[config.mk]
export PLATFORM = sky130hd
export DESIGN_NAME = rsrb_bank
export DESIGN_NICKNAME = d
export VERILOG_FILES = /design/src/hdl/rsrb_pkg.sv /design/src/hdl/rsrb_bank.sv /design/src/hdl/rsrb_crc_flag.sv
export VERILOG_INCLUDE_DIRS = /design/src /design/src/hdl
export SDC_FILE = /design/constraint.sdc
export NUM_CORES = 1
export LEC_CHECK = 0
export ABC_AREA = 1
export ABC_CLOCK_PERIOD_IN_PS = 2150
export BUFFER_PORTS_ARGS = -buffer_cell sky130_fd_sc_hd__buf_2
export CORE_MARGIN = 5
export CORE_UTILIZATION = 43
export CTS_CLUSTER_SIZE = 8
export DETAILED_ROUTE_END_ITERATION = 7
export GPL_TIMING_DRIVEN = 0
export PLACE_DENSITY = 0.86
export SLEW_MARGIN = 20
export SYNTH_ARGS = -nofsm -noshare
export SYNTH_HDL_FRONTEND = slang
export SYNTH_SLANG_ARGS = --single-unit
[constraint.sdc]
create_clock -name sys_clk -period 2.15 [get_ports sys_clk]
set_input_delay 0.645 -clock sys_clk [delete_from_list [all_inputs] [get_ports sys_clk]]
set_output_delay 0.645 -clock sys_clk [all_outputs]
set_load 0.05 [all_outputs]
[src/hdl/rsrb_map.svh]
// rsrb_map.svh: register offsets and field positions of the radio status bank
// assumes: included by bare name from the package and the bank module
`ifndef RSRB_MAP_SVH
`define RSRB_MAP_SVH

`define RSRB_ADDR_W           6
`define RSRB_OFF_WAKE_HIGH    6'h36
`define RSRB_OFF_WAKE_LOW     6'h37
`define RSRB_OFF_PKT_STATUS   6'h38
`define RSRB_OFF_SYNTH_CAL    6'h39
`define RSRB_OFF_TX_FILL      6'h3A
`define RSRB_OFF_RX_FILL      6'h3B
`define RSRB_OFF_RC_CAL_HIGH  6'h3C
`define RSRB_OFF_RC_CAL_LOW   6'h3D
`define RSRB_BIT_CRC_OK       7
`define RSRB_BIT_CARRIER      6
`define RSRB_BIT_PREAMBLE     5
`define RSRB_BIT_CLEAR        4
`define RSRB_BIT_SYNC         3
`define RSRB_BIT_OUT_TWO      2
`define RSRB_BIT_OUT_ZERO     0
`define RSRB_BIT_FIFO_FLAG    7
`define RSRB_RESET_BYTE       8'h00

`endif

[src/hdl/rsrb_pkg.sv]
// rsrb_pkg.sv: types shared by the radio status bank files
// assumes: rsrb_map.svh is on the include path
`include "rsrb_map.svh"
package rsrb_pkg;

  // live status gathered from the radio core
  typedef struct packed {
    logic [15:0] wake_time;
    logic        crc_match;
    logic        carrier_sense;
    logic        preamble_quality_met;
    logic        channel_clear_flag;
    logic        sync_found_flag;
    logic        general_output_two;
    logic        general_output_zero;
    logic [7:0]  synth_cal_word;
    logic        tx_underflow_flag;
    logic [6:0]  tx_byte_count;
    logic        rx_overflow_flag;
    logic [6:0]  rx_byte_count;
    logic [6:0]  rc_cal_high;
    logic [6:0]  rc_cal_low;
  } rsrb_status_t;

  typedef struct packed {
    logic                     rd_en;
    logic [`RSRB_ADDR_W-1:0]  rd_addr;
  } rsrb_read_t;

  typedef enum logic [1:0] {
    RSRB_CRC_IDLE  = 2'b00,
    RSRB_CRC_WAIT  = 2'b01,
    RSRB_CRC_VALID = 2'b10
  } rsrb_crc_state_t;

endpackage

[src/hdl/rsrb_bank.sv]
// rsrb_bank.sv: read-only status register bank of the radio core
// assumes: the serial port logic issues rd_en with rd_addr and takes rd_data next cycle
`timescale 1ns/1ps
`include "rsrb_map.svh"

// Behaviour
// - low wake timer byte reads timer bits 7 to 0
// - high wake timer byte reads timer bits 15 to 8
// - bit 7 checksum match, cleared on rx entry, valid with legacy packet mode
// - bits 6..3 carry carrier sense, preamble quality, channel clear, sync found
// - bit 2 is output two level before inversion
// - bit 0 is output zero level before inversion
// - synthesizer calibration word readable for test only
// - tx fill register: bit 7 underflow, bits 6..0 byte count
// - rx fill register: bit 7 overflow, bits 6..0 byte count
// - two rc calibration registers read result in 6..0, bit 7 zero
module rsrb_bank (
  input  wire logic                  sys_clk,
  input  wire logic                  nrst,
  input  wire rsrb_pkg::rsrb_status_t status,
  input  wire logic                  rx_entry,
  input  wire logic                  crc_check_done,
  input  wire logic                  crc_check_pass,
  input  wire rsrb_pkg::rsrb_read_t  rd_req,
  output logic [7:0]                 rd_data,
  output logic                       rd_valid
);

  // ********************************************************************
  // checksum flag
  // ********************************************************************
  logic crc_match;

  rsrb_crc_flag u_crc (
    .sys_clk        (sys_clk),
    .nrst           (nrst),
    .rx_entry       (rx_entry),
    .crc_check_done (crc_check_done),
    .crc_check_pass (crc_check_pass),
    .crc_match      (crc_match)
  );

  // ********************************************************************
  // read decode
  // ********************************************************************
  // reserved bit 1 reads zero
  function automatic logic [7:0] pkt_byte(input rsrb_pkg::rsrb_status_t s, input logic crc);
    logic [7:0] b;
    b = `RSRB_RESET_BYTE;
    b[`RSRB_BIT_CRC_OK]   = crc;
    b[`RSRB_BIT_CARRIER]  = s.carrier_sense;
    b[`RSRB_BIT_PREAMBLE] = s.preamble_quality_met;
    b[`RSRB_BIT_CLEAR]    = s.channel_clear_flag;
    b[`RSRB_BIT_SYNC]     = s.sync_found_flag;
    b[`RSRB_BIT_OUT_TWO]  = s.general_output_two;
    b[`RSRB_BIT_OUT_ZERO] = s.general_output_zero;
    return b;
  endfunction

  // fifo fill byte: flag on top, byte count below; tx and rx share the layout
  function automatic logic [7:0] fill_byte(input logic flag, input logic [6:0] count);
    logic [7:0] b;
    b                          = `RSRB_RESET_BYTE;
    b[`RSRB_BIT_FIFO_FLAG]     = flag;
    b[`RSRB_BIT_FIFO_FLAG-1:0] = count;
    return b;
  endfunction

  // rc result byte: the top bit is reserved and reads zero
  function automatic logic [7:0] rc_byte(input logic [6:0] value);
    return {1'h0, value};
  endfunction

  // the eight offsets of this bank; anything else reads as zero
  function automatic logic is_mapped(input logic [`RSRB_ADDR_W-1:0] a);
    return (a >= `RSRB_OFF_WAKE_HIGH) && (a <= `RSRB_OFF_RC_CAL_LOW);
  endfunction

  logic [7:0] rd_data_q;
  logic [7:0] rd_data_d;
  logic       rd_valid_q;
  logic       rd_valid_d;

  // pure mux: nothing here feeds back into status, so reads disturb nothing
  always_comb
  begin
    rd_valid_d = rd_req.rd_en;
    rd_data_d  = rd_data_q;
    if (rd_req.rd_en)
    begin
      case (rd_req.rd_addr)
        `RSRB_OFF_WAKE_HIGH:   rd_data_d = status.wake_time[15:8];
        `RSRB_OFF_WAKE_LOW:    rd_data_d = status.wake_time[7:0];
        `RSRB_OFF_PKT_STATUS:  rd_data_d = pkt_byte(status, crc_match);
        `RSRB_OFF_SYNTH_CAL:   rd_data_d = status.synth_cal_word;
        `RSRB_OFF_TX_FILL:
          rd_data_d = fill_byte(status.tx_underflow_flag, status.tx_byte_count);
        `RSRB_OFF_RX_FILL:
          rd_data_d = fill_byte(status.rx_overflow_flag, status.rx_byte_count);
        `RSRB_OFF_RC_CAL_HIGH: rd_data_d = rc_byte(status.rc_cal_high);
        `RSRB_OFF_RC_CAL_LOW:  rd_data_d = rc_byte(status.rc_cal_low);
        default:               rd_data_d = `RSRB_RESET_BYTE;
      endcase
    end
  end

  always_ff @(posedge sys_clk)
  begin
    if (!nrst)
    begin
      rd_data_q  <= `RSRB_RESET_BYTE;
      rd_valid_q <= 1'b0;
    end
    else
    begin
      rd_data_q  <= rd_data_d;
      rd_valid_q <= rd_valid_d;
    end
  end

  assign rd_data  = rd_data_q;
  assign rd_valid = rd_valid_q;
endmodule

[src/hdl/rsrb_crc_flag.sv]
// rsrb_crc_flag.sv: checksum-match flag held between receive restarts
// assumes: check strobes and rx entry pulses are one cycle, synchronous to sys_clk
`timescale 1ns/1ps
module rsrb_crc_flag (
  input  wire logic sys_clk,
  input  wire logic nrst,
  input  wire logic rx_entry,
  input  wire logic crc_check_done,
  input  wire logic crc_check_pass,
  output logic      crc_match
);

  rsrb_pkg::rsrb_crc_state_t state_q;
  rsrb_pkg::rsrb_crc_state_t state_d;

  // entry to receive wins over a result in the same cycle: that result is stale
  always_comb
  begin
    state_d = state_q;
    case (state_q)
      rsrb_pkg::RSRB_CRC_IDLE,
      rsrb_pkg::RSRB_CRC_WAIT,
      rsrb_pkg::RSRB_CRC_VALID:
      begin
        if (rx_entry)
          state_d = rsrb_pkg::RSRB_CRC_WAIT;
        else if (crc_check_done)
          state_d = crc_check_pass ? rsrb_pkg::RSRB_CRC_VALID : rsrb_pkg::RSRB_CRC_WAIT;
      end
      default: state_d = rsrb_pkg::RSRB_CRC_IDLE;
    endcase
  end

  always_ff @(posedge sys_clk)
  begin
    if (!nrst)
      state_q <= rsrb_pkg::RSRB_CRC_IDLE;
    else
      state_q <= state_d;
  end

  assign crc_match = (state_q == rsrb_pkg::RSRB_CRC_VALID);

endmodule

==> results of run 1 <==
==> area by class of cell <==
class	count	area [um^2]
Clock buffer	4	26.3
Inverter	12	45.0
Timing Repair Buffer	79	395
Tap cell	30	37.5
Buffer	10	73.8
Multi-Input combinational cell	159	722
Fill cell	262	890
Sequential cell	11	220
==> how the worst min path moves through the flow <==
stage,from,cells past startpoint,slack [ps],to
CTS,rd_data[7],2,460,rd_data[7]
finish,rd_data[7],2,460,rd_data[7]
global route,rd_data[1],2,480,rd_data[1]
global placement,rd_data[0],2,450,rd_data[0]
floorplan,u_crc.state_q[1],3,490,u_crc.state_q[0]
detailed placement,rd_data[0],2,450,rd_data[0]
==> cells in the final DEF, fill, tap and decap left out, types with 2 or more instances in the layout <==
cell type,count
buf_2,84
nand2_1,63
nand3_1,60
nor2_1,17
dfxtp_1,11
inv_1,9
a21oi_1,9
nor2_4,3
inv_2,3
buf_6,3
nor2_2,3
clkbuf_4,3
buf_4,2
==> synthesized netlist by cell type <==
cell type and count:
a21oi_1 9, buf_2 5, buf_4 2, buf_6 3, dfxtp_1 11, inv_1 9, inv_2 3, nand2_1 63
nand2_2 1, nand3_1 60, nor2_1 17, nor2_2 3, nor2_4 3, nor3_1 1, o21a_1 1, o21ai_0 1
==> logic make-up (layout without fill, tap and decap cells) <==
family | after synthesis | in the layout | share of synthesized area, %
simple gates | 148 | 148 | 62.6
buf+inv | 22 | 105 | 11.2
compound gates | 11 | 11 | 5.42
flops | 11 | 11 | 20.8
==> per-layer routing <==
layer  global-route usage (%)  vias up
met5                        0        -
met4                     1.90        0
met3                     3.67        2
met2                     37.2       63
met1                     23.2      638
li1                         -      796
==> sequential cells by signal, indices dropped and copies added (netlist names) <==
signal,flops
rd_data,8
rd_valid,1
u_crc.state_q,2
==> power by group through the flow <==
stage / clock network, mW / logic, mW / registers (mW)
2_1_floorplan: 0 / 0.0628 / 0.230
3_3_place_gp: 0 / 0.161 / 0.217
3_5_place_dp: 0 / 0.162 / 0.217
4_1_cts: 0.139 / 0.163 / 0.213
5_1_grt: 0.149 / 0.180 / 0.213
6_report: 0.136 / 0.163 / 0.213
==> worst max-delay path, stage by stage <==
cell and delay, ps:
buf_2 110, inv_1 40, nand2_1 70, nor2_4 150
buf_2 220, nand3_1 90, nand2_1 90, nor2_1 50
nand2_1 50, nand2_1 50, a21oi_1 140
==> stage by stage <==
| step | utilization, % | hold slack [ps] | worst slack (ps) | cells |
|---|---|---|---|---|
| floorplan | - | 494 | 659 | 192 |
| global placement | 62.0 | 452 | 401 | 301 |
| detailed placement | 62.0 | 453 | 342 | 301 |
| CTS | 63.1 | 464 | 618 | 305 |
| global route | 63.1 | 479 | 509 | 305 |
| finish | 63.1 | 460 | 616 | 305 |
==> results.toml, run 1 <==
[worst_setup_path]
path_class = "in -> reg"
cp_data_required_time_ps = 2340
crit_path_start_kind = "input pin"
timing.rr.start = "u_crc.state_q[1]"
cp-endpoint = "rd_data[4]"
cp-startpoint = "rd_req[3]"
r2r-end = "rd_data[7]"
worstPathMaxFanout = 10
cp.arrival_ps = 1720
r2r_cells = 8
cp-end-kind = "register"
ff2ff_setup_slack_ps = 1190

[power]
irDropWorstVdd_mv = 0.502
switching_share_pct = 30.8
leakage_nw = 0.910
p_switching_mw = 0.157
p_seq_share_pct = 41.6
pwr-share-clk_pct = 26.5
power_mw = 0.511
p_per_area_nw_per_um2 = 336
p_int_mw = 0.354
pwr-share-comb_pct = 31.8

[drt]
route.met2.wl_um = 1830
drtAntennaViolNets = 0
drc = 0
routed_wl_um = 3620
first_pass_iters = 4
via_count = 1499
met3RoutedLength_um = 350
drt-vias-per-instance = 4.91
wl_met1_um = 1430
drtIter0Drc = 65
wl_per_cell_um = 11.9
top_layer = "met4"

[timing]
hold_viol = 0
setup_tns_ps = 0
worstMarginPinSlew_ps = 259
fmax_mhz = 652
period_needed_ps = 1530
fin_crit_sh_pct = 71.3
relSlewSlack_pct = 82.8
skew_ps = 1.14
slew_viol_final = 0
rsz0062_at_grt = "false"
finalSetupViolations = 0

[die]
core_area_um2 = 2410
die_h_um = 59.7
fp-row-count = 18
die-width_um = 59.7
start_util_pct = 44.0
num_io_pins = 82
die_area_um2 = 3560

[global_route]
grt_pass1_vias = 1332
grt_max_degree = 11
grt_pass1_wl_um = 5440
antenna_found_initial = 0
gr-total-overflow = 0
track_usage_pct = 19.6

[clocking]
cts_made_buffers = 3
path_clk_slew_ps = 70
insertion_delay_ps = 260
cts_setup_buffers = 0
clkSinkCount = 11
cts_tree = "yes"
cts-htree-levels = 1
cts_resized = 0
cts-root-buf = "clkbuf_4"
clk_path_buf_depth = 2
holdBufCountCts = 0

[synth]
synth_warnings = 0
mappedNetlistArea_um2 = 1060
yosys.area.top_type = "nand3_1"
seq_area_frac_synth_pct = 20.8
synth_cell_types = 16
syn_inst = 192
syn_nets = 265
ys_seq_elements = 11
syn_area_per_cell_um2 = 5.53
synth_top_area_share_pct = 28.3
synthTopCellsByArea = "nand3_1, nand2_1, dfxtp_1"

[final_layout]
synthToLayoutAreaGrowth_pct = 43.3
drive_gt1_share_pct = 37.1
nNetsFinal = 349
n_antenna_cell = 0
fin_area_um2 = 1520

[status]
status = "completed"

[placement]
io_buffer_count = 79
dpl.hpwl_um = 2950
placed_area_um2 = 1490
gp_congestion = 0.832

[hold_path]
hold_path_class = "reg -> reg"

[flow_run]
maxCapViolations = 0
No activity file was read; power rests on OpenSTA's default activity.
==> run 2: changes to the inputs <==
- ABC_AREA: 1 -> 0
- ABC_CLOCK_PERIOD_IN_PS: 2150 -> 1400
- CORE_UTILIZATION: 43 -> 35
- PLACE_DENSITY: 0.86 -> 0.76
- clock period: 2.15 -> 1.4 ns (I/O delays scaled with it)
==> run 2 against run 1 <==
Worst setup slack got worse by 540 ps. Sequential power up 51%. Final cell count is 23% lower. Via count is 17% lower. Hold slack worse by 130 ps. Routed wire length decreased by 7.8%. Clock-buffer cell count did not move. Critical path type is now reg -> out. Core utilization decreased by 9.9 points. Combinational power increased by 63%. Sequential cell count unchanged. Total power grew 58%. Critical endpoint is now rd_data[5]. Largest power group unchanged. Synthesized cell count is 36% lower.
==> results.toml, run 2 <==
[drt]
via_count = 1244
drtIter0Drc = 44
first_pass_iters = 4
wl_per_cell_um = 14.2
drtAntennaViolNets = 0
routed_wl_um = 3340
drt-vias-per-instance = 5.29
drc = 0

[global_route]
antenna_found_initial = 0
track_usage_pct = 15.8
grt_pass1_vias = 1214
grt_max_degree = 11
grt_pass1_wl_um = 5270
gr-total-overflow = 0

[timing]
worstMarginPinSlew_ps = 445
fin_crit_sh_pct = 94.7
period_needed_ps = 1330
skew_ps = 0.149
relSlewSlack_pct = 70.2
fmax_mhz = 755
slew_viol_final = 0
hold_viol = 0
rsz0062_at_grt = "false"
finalSetupViolations = 0

[final_layout]
multiInputGateArea_um2 = 733
nNetsFinal = 278
layout_common_cells = "buf_2, mux2i_1, a22oi_1, dfxtp_1"
synthToLayoutAreaGrowth_pct = 45.0
regArea_um2 = 220
largest_register_ffs = 8
fillCellCount = 291
n_antenna_cell = 0
drive_gt1_share_pct = 46.1
fin_area_um2 = 1470
final_util_pct = 53.2
final_common_cell = "buf_2"

[clocking]
clk_path_buf_depth = 2
path_clk_slew_ps = 70
cts_resized = 0
insertion_delay_ps = 260
cts_setup_buffers = 0
holdBufCountCts = 0
clkSinkCount = 11
cts-root-buf = "clkbuf_4"
cts-htree-levels = 1
cts_made_buffers = 3
cts_tree = "yes"

[power]
switching_share_pct = 29.6
p_switching_mw = 0.239
p_int_mw = 0.569
leakage_nw = 0.701
pwr-share-comb_pct = 33.0
pwr-share-clk_pct = 27.3
irDropWorstVdd_mv = 0.442
p_seq_share_pct = 39.7
p_per_area_nw_per_um2 = 550

[die]
die_h_um = 63.8
die_area_um2 = 4070
start_util_pct = 36.7
fp-row-count = 19
core_area_um2 = 2760
num_io_pins = 82
die-width_um = 63.8

[placement]
io_buffer_count = 78
placed_area_um2 = 1440
gp_congestion = 0.821
dpl.hpwl_um = 2800

[worst_setup_path]
crit_path_start_kind = "register"
path_class = "reg -> out"
worstPathMaxFanout = 3
cp-end-kind = "output pin"
cp_data_required_time_ps = 980
cp.arrival_ps = 910
cp.buffers_inverters = 1
crit_family = "flip-flops"
crit_chain = "buf_2"
cp_slowest_stage_delay_ps = 360
ff2ff_setup_slack_ps = 120
crit_path_top_delay_cell = "dfxtp_1"

[synth]
seq_area_frac_synth_pct = 21.8
ys.flop_type = "dfxtp_1"
syn_inst = 122
synth.most_common_cell = "mux2i_1"
synthTopCellsByCount = "mux2i_1, a22oi_1, dfxtp_1"
synth_top_area_share_pct = 21.8
ys_seq_elements = 11
ys_async_sr_fraction_pct = 0
mappedNetlistArea_um2 = 1010
syn_nets = 195
synth_edf_count = 0
yosys.area.top_type = "dfxtp_1"
synthTopCellsByArea = "dfxtp_1, mux2i_1, a22oi_1"
synth_cell_types = 32
syn_area_per_cell_um2 = 8.30
synth_warnings = 0

[flow_run]
maxCapViolations = 0

[status]
status = "completed"

[hold_path]
hold_path_class = "in -> reg"
run 2: worst paths after layout:
kind	startpoint	cells past startpoint	end
hold reg to reg	rd_data[2]	2	rd_data[2]
hold / removal	rx_entry	2	u_crc.state_q[1]
setup reg to reg	u_crc.state_q[1]	4	rd_data[7]
setup / recovery	rd_data[5]	1	rd_data[5]
run 2: metrics by stage:
step                      TNS [ps]  hold slack (ps)  power (mW)  std cells  setup slack, ps
final                            0              333       0.808        235             74.8
after global routing             0              335       0.862        235             21.2
after CTS                        0              319       0.821        235             62.9
after detailed placement      -621              521       0.596        231             -104
after global placement        -439              516       0.591        231            -73.2
after floorplan                  0              499       0.466        122             28.8
run 2: layer usage:
metal	vias up	part of all wire (%)	GRT usage, %
met5	-	0	0
met4	0	0.90	6.75
met3	2	9.4	2.98
met2	57	47	26.0
met1	551	43	19.9
li1	634	-	-
run 2: cell type report:
| class | instances | area share (%) |
|---|---|---|
| Sequential cell | 11 | 15.0 |
| Multi-Input combinational cell | 102 | 50.0 |
| Inverter | 2 | 0.512 |
| Timing Repair Buffer | 78 | 26.6 |
| Clock buffer | 4 | 1.79 |
| Buffer | 7 | 3.50 |
| Tap cell | 31 | 2.64 |
run 2: kinds of logic (layout without fill, tap and decap cells):
family | count (synthesis) | in the layout | synth area share (%)
simple gates | 37 | 37 | 20.6
mux | 18 | 18 | 19.0
flops | 11 | 11 | 21.8
buf+inv | 9 | 91 | 5.81
compound gates | 47 | 47 | 32.8
run 2: power groups by stage:
stage / Clock, mW / Sequential [mW] / Combinational [mW]
floorplan: 0 / 0.335 / 0.131
global placement: 0 / 0.328 / 0.263
detailed placement: 0 / 0.329 / 0.267
CTS: 0.231 / 0.321 / 0.268
global route: 0.243 / 0.322 / 0.297
finish: 0.220 / 0.321 / 0.266
